[config.mk]
export PLATFORM = sky130hd
export DESIGN_NAME = interval_counter_modes
export DESIGN_NICKNAME = d
export VERILOG_FILES = /design/src/core/pit_pkg.sv /design/src/core/interval_counter_modes.sv
export SDC_FILE = /design/constraint.sdc
export NUM_CORES = 1
export LEC_CHECK = 0
export BUFFER_PORTS_ARGS = -buffer_cell sky130_fd_sc_hd__buf_2
export CORE_UTILIZATION = 40
export DETAILED_ROUTE_END_ITERATION = 10
export SKIP_CTS_REPAIR_TIMING = 1
export SYNTH_ARGS = -nofsm -noshare
export SYNTH_HDL_FRONTEND = slang
export SYNTH_SLANG_ARGS = --single-unit
[constraint.sdc]
create_clock -name clk_sys -period 9.31 [get_ports clk_sys]
set_input_delay 2.3275 -clock clk_sys [delete_from_list [all_inputs] [get_ports clk_sys]]
set_output_delay 2.3275 -clock clk_sys [all_outputs]
set_load 0.1 [all_outputs]
[src/core/pit_pkg.sv]
// Package of constants and types for the three-channel interval counter.
`default_nettype none
package pit_pkg;
    // ----------------------------------------------------------------
    // Register map
    // ----------------------------------------------------------------
    localparam logic [3:0] OFS_CNT0    = 4'h0;
    localparam logic [3:0] OFS_CNT1    = 4'h4;
    localparam logic [3:0] OFS_CNT2    = 4'h8;
    localparam logic [3:0] OFS_CTRL    = 4'hc;
    localparam int         NUM_CH      = 3;
    // ----------------------------------------------------------------
    // Control word fields
    // ----------------------------------------------------------------
    localparam int         CW_SEL_HI   = 7;
    localparam int         CW_SEL_LO   = 6;
    localparam int         CW_FMT_HI   = 5;
    localparam int         CW_FMT_LO   = 4;
    localparam int         CW_MODE_HI  = 3;
    localparam int         CW_MODE_LO  = 1;
    localparam int         CW_BCD      = 0;
    localparam logic [1:0] FMT_LATCH   = 2'h0;
    localparam logic [1:0] FMT_LSB     = 2'h1;
    localparam logic [1:0] FMT_MSB     = 2'h2;
    localparam logic [1:0] FMT_BOTH    = 2'h3;
    localparam logic [1:0] SEL_READBK  = 2'h3;
    localparam logic [2:0] MODE_RST    = 3'h0;
    localparam logic [15:0] CNT_RST    = 16'h0000;
    localparam logic [1:0] RESP_OKAY   = 2'h0;
    localparam logic [1:0] RESP_SLVERR = 2'h2;
    // ----------------------------------------------------------------
    // Counter state
    // ----------------------------------------------------------------
    typedef struct packed {
        logic [1:0]  fmt;
        logic [2:0]  mode;
        logic        bcd;
        logic [15:0] hold;
        logic [15:0] elem;
        logic        out;
        logic        armed;
        logic        load_pend;
        logic        trig_pend;
        logic        msb_next;
        logic        gate_q;
        logic        running;
        logic        strobe_done;
    } chan_t;
endpackage
`default_nettype wire

[src/core/interval_counter_modes.sv]
// Three-channel six-mode interval down-counter with an AXI4-Lite register port.
//
// Functional notes
// - Zero count means full 65536 cycle, 10000 in decimal.
// - Mode 0 output low until zero.
// - Mode 0 gate pauses counting only.
// - Mode 0 output rises N+1 clocks after write.
// - Mode 0 first byte halts, output low.
// - Mode 0 loads even while gate low.
// - Mode 1 trigger gives single N-clock low pulse.
// - Mode 1 retrigger reloads; writes wait for trigger.
// - Mode 2 one-clock low at count one.
// - Mode 2 low gate forces high, trigger reloads.
// - Mode 2 new count at trigger or cycle end.
// - Mode 3 square wave of period N, N-1 for odd N.
// - Mode 3 low gate forces high, trigger reloads.
// - Mode 3 new count at trigger or half end.
// - Mode 3 even count steps by two.
// - Mode 3 odd count high (N-1)/2, same as low.
// - Mode 4 one-clock strobe at zero.
// - Mode 4 strobe N+1 clocks after write.
// - Mode 4 first byte harmless; second retriggers.
// - Mode 5 gate trigger, strobe N+1 later.
// - Mode 5 writes wait for next trigger.
// - Byte format selects LSB, MSB or both.
// - Decimal option counts four BCD digits.
//
// The placing of the registers and register access over AXI4-Lite are this design's own decisions.
`default_nettype none
module interval_counter_modes
    import pit_pkg::*;
(
    input  wire logic                clk_sys,
    input  wire logic                srst,
    input  wire logic [NUM_CH-1:0]   count_clk_fall,
    input  wire logic [NUM_CH-1:0]   count_trigger_inputs,
    output var  logic [NUM_CH-1:0]   timer_outputs,
    input  wire logic [3:0]          s_axi_awaddr,
    input  wire logic                s_axi_awvalid,
    output var  logic                s_axi_awready,
    input  wire logic [31:0]         s_axi_wdata,
    input  wire logic [3:0]          s_axi_wstrb,
    input  wire logic                s_axi_wvalid,
    output var  logic                s_axi_wready,
    output var  logic [1:0]          s_axi_bresp,
    output var  logic                s_axi_bvalid,
    input  wire logic                s_axi_bready,
    input  wire logic [3:0]          s_axi_araddr,
    input  wire logic                s_axi_arvalid,
    output var  logic                s_axi_arready,
    output var  logic [31:0]         s_axi_rdata,
    output var  logic [1:0]          s_axi_rresp,
    output var  logic                s_axi_rvalid,
    input  wire logic                s_axi_rready
);

    // ----------------------------------------------------------------
    // State
    // ----------------------------------------------------------------
    typedef struct packed {
        chan_t [NUM_CH-1:0] ch;
        logic               aw_got;
        logic [3:0]         aw_addr;
        logic               w_got;
        logic [7:0]         w_data;
        logic               bvalid;
        logic [1:0]         bresp;
        logic               rvalid;
        logic [31:0]        rdata;
        logic [1:0]         rresp;
        logic               awready;
        logic               wready;
        logic               arready;
    } state_t;

    state_t st_ff;
    state_t nxt_st;

    function automatic logic [15:0] dec_by(input logic [15:0] v, input logic bcd, input logic two);
        logic [15:0] r;
        logic        borrow;
        r = v;
        if (!bcd) begin
            r = v - (two ? 16'h0002 : 16'h0001);
        end else begin
            for (int k = 0; k < (two ? 2 : 1); k++) begin
                borrow = 1'b1;
                for (int d = 0; d < 4; d++) begin
                    if (borrow) begin
                        if (r[d*4 +: 4] == 4'h0) begin
                            r[d*4 +: 4] = 4'h9;
                        end else begin
                            r[d*4 +: 4] = r[d*4 +: 4] - 4'h1;
                            borrow = 1'b0;
                        end
                    end
                end
            end
        end
        return r;
    endfunction

    // Mode 3 loads odd counts less one so that halves step by two.
    function automatic logic [15:0] sq_load(input logic [15:0] v, input logic bcd);
        return v[0] ? dec_by(v, bcd, 1'b0) : v;
    endfunction

    logic       wr_fire;
    logic       rd_fire;
    logic [1:0] wr_idx;
    logic [1:0] rd_idx;

    always_comb begin
        nxt_st  = st_ff;
        wr_fire = st_ff.aw_got && st_ff.w_got && !st_ff.bvalid;
        wr_idx  = st_ff.aw_addr[3:2];
        rd_fire = s_axi_arvalid && st_ff.arready;
        rd_idx  = s_axi_araddr[3:2];

        // ------------------------------------------------------------
        // AXI4-Lite slave
        // ------------------------------------------------------------
        if (s_axi_awvalid && st_ff.awready) begin
            nxt_st.aw_got  = 1'b1;
            nxt_st.aw_addr = s_axi_awaddr;
        end
        if (s_axi_wvalid && st_ff.wready) begin
            nxt_st.w_got  = 1'b1;
            nxt_st.w_data = s_axi_wstrb[0] ? s_axi_wdata[7:0] : 8'h00;
        end
        nxt_st.awready = !nxt_st.aw_got && !st_ff.bvalid;
        nxt_st.wready  = !nxt_st.w_got && !st_ff.bvalid;
        if (wr_fire) begin
            nxt_st.aw_got = 1'b0;
            nxt_st.w_got  = 1'b0;
            nxt_st.bvalid = 1'b1;
            nxt_st.bresp  = (st_ff.aw_addr[1:0] != 2'h0) ? RESP_SLVERR : RESP_OKAY;
            nxt_st.awready = 1'b0;
            nxt_st.wready  = 1'b0;
        end
        if (st_ff.bvalid && s_axi_bready) begin
            nxt_st.bvalid  = 1'b0;
            nxt_st.awready = 1'b1;
            nxt_st.wready  = 1'b1;
        end
        if (rd_fire) begin
            nxt_st.arready = 1'b0;
            nxt_st.rvalid  = 1'b1;
            nxt_st.rresp   = RESP_OKAY;
            nxt_st.rdata   = 32'h0000_0000;
            if (s_axi_araddr[1:0] != 2'h0) begin
                nxt_st.rresp = RESP_SLVERR;
            end else if (s_axi_araddr == OFS_CTRL) begin
                for (int c = 0; c < NUM_CH; c++) begin
                    nxt_st.rdata[c] = st_ff.ch[c].out;
                end
            end else begin
                nxt_st.rdata[15:0]  = st_ff.ch[rd_idx].elem;
                nxt_st.rdata[17:16] = st_ff.ch[rd_idx].fmt;
                nxt_st.rdata[20:18] = st_ff.ch[rd_idx].mode;
                nxt_st.rdata[21]    = st_ff.ch[rd_idx].bcd;
                nxt_st.rdata[22]    = st_ff.ch[rd_idx].out;
            end
        end
        if (st_ff.rvalid && s_axi_rready) begin
            nxt_st.rvalid  = 1'b0;
            nxt_st.arready = 1'b1;
        end

        // ------------------------------------------------------------
        // Counter channels
        // ------------------------------------------------------------
        for (int c = 0; c < NUM_CH; c++) begin
            logic        trig;
            logic        tick;
            logic        gate;
            logic [15:0] nv;
            logic        at_one;
            gate = count_trigger_inputs[c];
            trig = gate && !st_ff.ch[c].gate_q;
            tick = count_clk_fall[c];
            nv   = st_ff.ch[c].elem;
            at_one = 1'b0;
            nxt_st.ch[c].gate_q = gate;
            if (trig) begin
                nxt_st.ch[c].trig_pend = 1'b1;
            end
            if (!gate && (st_ff.ch[c].mode[1] == 1'b1)) begin
                nxt_st.ch[c].out = 1'b1;
            end

            if (tick) begin
                nxt_st.ch[c].trig_pend = 1'b0;
                unique case (st_ff.ch[c].mode[1:0] | {st_ff.ch[c].mode[2] & !st_ff.ch[c].mode[1], 2'h0})
                    default: begin
                    end
                endcase
                if (st_ff.ch[c].armed) begin
                    unique case ({st_ff.ch[c].mode[1] ? 1'b0 : st_ff.ch[c].mode[2], st_ff.ch[c].mode[1:0]})
                        3'h0, 3'h4: begin
                            if (st_ff.ch[c].load_pend) begin
                                nxt_st.ch[c].elem      = st_ff.ch[c].hold;
                                nxt_st.ch[c].load_pend = 1'b0;
                                nxt_st.ch[c].running   = 1'b1;
                                nxt_st.ch[c].strobe_done = 1'b0;
                            end else if (gate && st_ff.ch[c].running) begin
                                nv = dec_by(st_ff.ch[c].elem, st_ff.ch[c].bcd, 1'b0);
                                nxt_st.ch[c].elem = nv;
                                if (st_ff.ch[c].mode[2]) begin
                                    nxt_st.ch[c].out = !(nv == 16'h0000 && !st_ff.ch[c].strobe_done);
                                    if (nv == 16'h0000) begin
                                        nxt_st.ch[c].strobe_done = 1'b1;
                                    end
                                end else if (nv == 16'h0000) begin
                                    nxt_st.ch[c].out = 1'b1;
                                end
                            end else if (st_ff.ch[c].mode[2]) begin
                                nxt_st.ch[c].out = 1'b1;
                            end
                        end
                        3'h1, 3'h5: begin
                            if (st_ff.ch[c].trig_pend || trig) begin
                                nxt_st.ch[c].elem    = st_ff.ch[c].hold;
                                nxt_st.ch[c].running = 1'b1;
                                nxt_st.ch[c].strobe_done = 1'b0;
                                nxt_st.ch[c].out     = st_ff.ch[c].mode[2];
                            end else if (st_ff.ch[c].running) begin
                                nv = dec_by(st_ff.ch[c].elem, st_ff.ch[c].bcd, 1'b0);
                                nxt_st.ch[c].elem = nv;
                                if (st_ff.ch[c].mode[2]) begin
                                    nxt_st.ch[c].out = !(nv == 16'h0000 && !st_ff.ch[c].strobe_done);
                                    if (nv == 16'h0000) begin
                                        nxt_st.ch[c].strobe_done = 1'b1;
                                    end
                                end else if (nv == 16'h0000) begin
                                    nxt_st.ch[c].out     = 1'b1;
                                    nxt_st.ch[c].running = 1'b0;
                                end
                            end
                        end
                        3'h2: begin
                            // new count at trigger or cycle end.
                            if (st_ff.ch[c].load_pend || st_ff.ch[c].trig_pend || trig) begin
                                nxt_st.ch[c].elem      = st_ff.ch[c].hold;
                                nxt_st.ch[c].load_pend = 1'b0;
                                nxt_st.ch[c].running   = 1'b1;
                                nxt_st.ch[c].out       = 1'b1;
                            end else if (gate && st_ff.ch[c].running) begin
                                at_one = (st_ff.ch[c].elem == 16'h0002);
                                if (st_ff.ch[c].elem == 16'h0001) begin
                                    nxt_st.ch[c].elem = st_ff.ch[c].hold;
                                    nxt_st.ch[c].out  = 1'b1;
                                end else begin
                                    nxt_st.ch[c].elem = dec_by(st_ff.ch[c].elem, st_ff.ch[c].bcd, 1'b0);
                                    nxt_st.ch[c].out  = !at_one;
                                end
                            end
                        end
                        default: begin
                            if (st_ff.ch[c].load_pend || st_ff.ch[c].trig_pend || trig) begin
                                nxt_st.ch[c].elem      = sq_load(st_ff.ch[c].hold, st_ff.ch[c].bcd);
                                nxt_st.ch[c].load_pend = 1'b0;
                                nxt_st.ch[c].running   = 1'b1;
                                nxt_st.ch[c].out       = 1'b1;
                            end else if (gate && st_ff.ch[c].running) begin
                                nv = dec_by(st_ff.ch[c].elem, st_ff.ch[c].bcd, 1'b1);
                                if (nv == 16'h0000) begin
                                    nxt_st.ch[c].out  = !st_ff.ch[c].out;
                                    nxt_st.ch[c].elem = sq_load(st_ff.ch[c].hold, st_ff.ch[c].bcd);
                                end else begin
                                    nxt_st.ch[c].elem = nv;
                                end
                                // Odd count: the high half reloads the same count as the low half.
                                if (nv == 16'h0000 && st_ff.ch[c].hold[0] && st_ff.ch[c].out) begin
                                    nxt_st.ch[c].elem = sq_load(st_ff.ch[c].hold, st_ff.ch[c].bcd);
                                end
                            end
                        end
                    endcase
                end
            end

            if (wr_fire && st_ff.aw_addr[1:0] == 2'h0) begin
                if (st_ff.aw_addr == OFS_CTRL
                        && st_ff.w_data[CW_SEL_HI:CW_SEL_LO] == c[1:0]
                        && st_ff.w_data[CW_FMT_HI:CW_FMT_LO] != FMT_LATCH) begin
                    nxt_st.ch[c].fmt       = st_ff.w_data[CW_FMT_HI:CW_FMT_LO];
                    nxt_st.ch[c].mode      = st_ff.w_data[CW_MODE_HI:CW_MODE_LO];
                    nxt_st.ch[c].bcd       = st_ff.w_data[CW_BCD];
                    nxt_st.ch[c].elem      = CNT_RST;
                    nxt_st.ch[c].armed     = 1'b0;
                    nxt_st.ch[c].running   = 1'b0;
                    nxt_st.ch[c].load_pend = 1'b0;
                    nxt_st.ch[c].msb_next  = 1'b0;
                    // mode 0 output low on control write.
                    nxt_st.ch[c].out       = (st_ff.w_data[CW_MODE_HI:CW_MODE_LO] != MODE_RST);
                end else if (st_ff.aw_addr[3:2] == c[1:0] && wr_idx != 2'h3) begin
                    // host value kept in holding register.
                    if (st_ff.ch[c].fmt == FMT_LSB) begin
                        nxt_st.ch[c].hold = {8'h00, st_ff.w_data};
                    end else if (st_ff.ch[c].fmt == FMT_MSB) begin
                        nxt_st.ch[c].hold = {st_ff.w_data, 8'h00};
                    end else if (!st_ff.ch[c].msb_next) begin
                        nxt_st.ch[c].hold[7:0] = st_ff.w_data;
                    end else begin
                        nxt_st.ch[c].hold[15:8] = st_ff.w_data;
                    end
                    if (st_ff.ch[c].fmt == FMT_BOTH) begin
                        nxt_st.ch[c].msb_next = !st_ff.ch[c].msb_next;
                    end
                    if (st_ff.ch[c].fmt != FMT_BOTH || st_ff.ch[c].msb_next) begin
                        nxt_st.ch[c].armed = 1'b1;
                        if (st_ff.ch[c].mode[1] == 1'b0) begin
                            nxt_st.ch[c].load_pend = (st_ff.ch[c].mode[0] == 1'b0);
                        end else if (!st_ff.ch[c].armed) begin
                            nxt_st.ch[c].load_pend = 1'b1;
                        end
                    end else if (st_ff.ch[c].mode == MODE_RST) begin
                        nxt_st.ch[c].running = 1'b0;
                        nxt_st.ch[c].out     = 1'b0;
                    end
                end
            end
        end

        if (srst) begin
            nxt_st = '0;
            for (int c = 0; c < NUM_CH; c++) begin
                nxt_st.ch[c].out = 1'b1;
            end
            nxt_st.awready = 1'b1;
            nxt_st.wready  = 1'b1;
            nxt_st.arready = 1'b1;
        end
    end

    always_ff @(posedge clk_sys) begin
        st_ff <= nxt_st;
    end

    // ----------------------------------------------------------------
    // Outputs
    // ----------------------------------------------------------------
    always_comb begin
        for (int c = 0; c < NUM_CH; c++) begin
            timer_outputs[c] = st_ff.ch[c].out;
        end
        s_axi_awready = st_ff.awready;
        s_axi_wready  = st_ff.wready;
        s_axi_bvalid  = st_ff.bvalid;
        s_axi_bresp   = st_ff.bresp;
        s_axi_arready = st_ff.arready;
        s_axi_rvalid  = st_ff.rvalid;
        s_axi_rdata   = st_ff.rdata;
        s_axi_rresp   = st_ff.rresp;
    end

endmodule
`default_nettype wire

==> results.py <==
metrics = {
    "logic_synthesis": {
        "synthCells": 2828,
        "yosysSeqAreaShare_pct": 19.52,
        "ys_warn_count": 0,
        "synth.avg_cell_area_um2": 6.599,
        "synthesis.area_mm2": 0.01866,
        "yosysTopAreaCell": "dfxtp_1",
        "async_flop_share_pct": 0,
        "yosys-top-cells-area": "dfxtp_1 20%, a21oi_1 8.5%, o21ai_0 6.1%, nand2_1 5.9%, nor2_1 5.7%",
        "synth_top_area_share_pct": 19.52,
        "ys_seq_elements": 182,
        "ys.flop_type": "dfxtp_1",
        "synth_cell_types": 97,
        "synth_edf_count": 0,
    },
    "run_status": {
        "status": "completed",
    },
    "detailed_routing": {
        "ant_nets": 0,
        "avgRoutedWirePerCell_um": 24.17,
        "drt_iter0_drc": 3112,
        "routed_wl_mm": 79.26,
        "drc": 0,
        "vias": 22319,
        "via_per_inst": 6.807,
        "dr.pass1.iters": 6,
    },
    "critical_path": {
        "critPathLaunchType": "flop",
        "worst_r2r_endpoint": "st_ff[74]$_SDFF_PP0_",
        "path_buf_inv": 1,
        "worstReg2RegStart": "st_ff[64]$_SDFF_PP0_",
        "ff2ff_path_depth": 12,
        "worstSetupEndpointType": "flop",
        "critPathKind": "flop to flop",
        "cp_common_cell": "nand3_1",
        "critPathTopFamily": "compound AO/OA/AOI/OAI gates",
        "arrival_ns": 6.10,
        "regToRegSetupSlack_ns": 3.61,
        "slowest_stage": "o21ai_1",
        "cp_data_required_time_ns": 9.71,
        "slowest_delay_ns": 1.00,
        "path_cells": "inv_1, ha_1, nor3b_1, a21boi_0, a2111oi_1, nand3_1, and3_1, nor3_1, nand3_1, o21ai_1, o211ai_1, a21oi_1",
        "path_max_fanout": 11,
    },
    "place": {
        "dp.final_hpwl_mm": 54.89,
        "io_buffers": 62,
        "gp_congestion": 0.9913,
    },
    "timing": {
        "rsz0062_at_grt": "false",
        "final_hold_viol_count": 0,
        "drv_slew": 0,
        "finalSetupViolations": 0,
        "finalClockSkew_ns": 0.01645,
        "hold_ws_ns": 0.4769,
        "setup_tns_ns": 0,
        "finalCritPeriodShare_pct": 61.17,
        "worstMarginPinSlew_ns": 1.242,
        "slew_headroom_pct": 16.65,
        "fin_crit_ns": 5.695,
        "fmaxAchievable_mhz": 175.6,
    },
    "floorplan": {
        "die_area_mm2": 0.04752,
        "ios": 101,
        "die_height_um": 218,
        "die_w_um": 218,
        "rows": 78,
        "initial_core_util_pct": 40.86,
        "core_mm2": 0.04567,
    },
    "power": {
        "p_int_w": 0.001263,
        "p_clk_share_pct": 40.4,
        "combPwrFrac_pct": 17.3,
        "pwr_density_cell_mw_per_mm2": 97.99,
        "switchingPower_w": 0.0006496,
        "p_sw_share_pct": 33.96,
        "peakVddDrop_mv": 0.1169,
        "leakage_nw": 6.631,
        "seqPwrFrac_pct": 42.3,
    },
    "cts": {
        "cts_root_buffer": "clkbuf_16",
        "clk_pin_slew_ns": 0.09,
        "cts_buffer_depth": 2,
        "clk_latency_ns": 0.48,
        "cts_tree": "built",
        "numCtsBuffers": 17,
        "numClockSinks": 182,
        "htree_levels": 4,
    },
    "final_layout": {
        "num-nets-final": 2741,
        "syn_to_final_growth_pct": 4.612,
        "fillers": 4839,
        "largest_reg_flops": 149,
        "drive_above_1_share_pct": 8.439,
        "regMostFlops": "st_ff",
    },
    "run": {
        "drv_cap": 0,
    },
    "min_path": {
        "min_to": "st_ff[60]$_SDFF_PP0_",
        "holdPathStages": 1,
        "hold_class": "flop to flop",
        "hp-start": "st_ff[61]$_SDFFE_PP0P_",
    },
    "grt": {
        "gr-usage-met3_pct": 5.523,
        "met2_usage_pct": 49.47,
        "grt.busiest_layer": "met2",
        "antenna_found_initial": 0,
        "met1_usage_pct": 43.87,
        "grt_max_degree": 68,
        "overflow": 0,
        "grt_pass1_vias": 20425,
        "grt_pass1_wl_mm": 121.3,
        "grtUsageTotal_pct": 32.54,
    },
}
==> synthesized netlist by cell type, types with 9 or more instances <==
cell type and n:
o211a_1 9, mux2i_1 56, or4_1 21, xor2_1 28, o211ai_1 36, a31oi_1 45, o2111ai_1 9, o41ai_1 10
a211oi_1 53, nand2b_1 35, nand4_1 35, a22oi_1 35, or3_1 25, o21ai_0 227, a221oi_1 25, a21boi_0 12
clkbuf_1 240, inv_1 41, ha_1 18, o22ai_1 20, a2111oi_0 15, buf_4 39, nand2_1 292, nor4_1 46
nor2b_1 21, a21o_1 16, xnor2_1 54, and2_1 19, nand3_1 151, nor3b_1 12, o221ai_1 23, and3_1 18
or2_2 16, nor3_1 98, buf_1 26, o31ai_1 19, a21oi_1 317, buf_2 12, nor2_1 282, dfxtp_1 182
o31a_1 9, o311ai_0 9, nor4b_1 10, nand3b_1 14
==> power groups by stage <==
stage,registers (W),clock network [W],logic [W]
6_report,0.000809,0.000773,0.000331
5_1_grt,0.000810,0.000807,0.000351
4_1_cts,0.000808,0.000781,0.000322
3_5_place_dp,0.000826,0,0.000321
3_3_place_gp,0.000826,0,0.000318
2_1_floorplan,0.000825,0,0.000229
==> cells in the final DEF, fill, tap and decap left out, types with 53 or more instances in the layout <==
cell      netlist  routed
a211oi_1       53      53
a21oi_1       317     317
buf_2          12      61
buf_4          39      67
dfxtp_1       182     181
mux2i_1        56      56
nand2_1       292     292
nand3_1       151     151
nor2_1        282     280
nor3_1         98      96
o21ai_0       227     227
xnor2_1        54      54
==> worst max path at each step <==
stage,startpoint,to,slack (ns),cells past startpoint
detailed placement,st_ff[64]$_SDFF_PP0_,st_ff[74]$_SDFF_PP0_,3.93,12
floorplan,count_trigger_inputs[1],st_ff[124]$_SDFF_PP0_,5.16,9
CTS,st_ff[64]$_SDFF_PP0_,st_ff[74]$_SDFF_PP0_,3.88,12
global placement,st_ff[64]$_SDFF_PP0_,st_ff[74]$_SDFF_PP0_,3.95,12
global route,st_ff[64]$_SDFF_PP0_,st_ff[74]$_SDFF_PP0_,3.37,12
finish,st_ff[64]$_SDFF_PP0_,st_ff[74]$_SDFF_PP0_,3.61,12
==> layer usage <==
metal | vias to the layer above | wire, µm | part of all wire (%)
met3 | 253 | 8423 | 11
met5 | - | 0 | 0
met1 | 10445 | 32540 | 41
li1 | 10101 | - | -
met4 | 0 | 3833 | 4.8
met2 | 1520 | 34470 | 43
==> area by class of cell <==
class                      count  area (µm²)  area share (%)
multi-input combinational   2292       13540           69.33
inverter                      45       168.9          0.8652
timing repair buffer         128       808.3           4.140
tap                          600       750.7           3.845
clock inverter                14       187.7          0.9613
antenna                        1       2.502         0.01282
clock buffer                  17       425.4           2.179
sequential                   182        3645           18.67
==> metrics by stage <==
stage / cells / util [%] / area [µm²] / setup WS, ns / total power, W
floorplan: 2838 / - / 18700 / 5.161 / 0.001053
global placement: 3247 / 41.39 / 18910 / 3.953 / 0.001145
detailed placement: 3247 / 41.39 / 18910 / 3.926 / 0.001147
CTS: 3278 / 42.74 / 19520 / 3.883 / 0.001911
global route: 3278 / 42.74 / 19520 / 3.372 / 0.001968
finish: 3279 / 42.75 / 19520 / 3.615 / 0.001913
==> logic make-up (layout without fill, tap and decap cells) <==
group	after synthesis	after routing	share of synthesized area, %
other	1	12	0.02009
AOI/OAI and AO/OA	981	981	33.38
muxes	67	67	3.848
DFF	182	182	19.52
adders and majority gates	20	20	1.314
xor gates and xnor gates	82	82	3.848
buffers and inverters	364	204	8.266
and+or+nand+nor	1131	1131	29.80
Note: power is estimated with default switching activity, not from simulation.
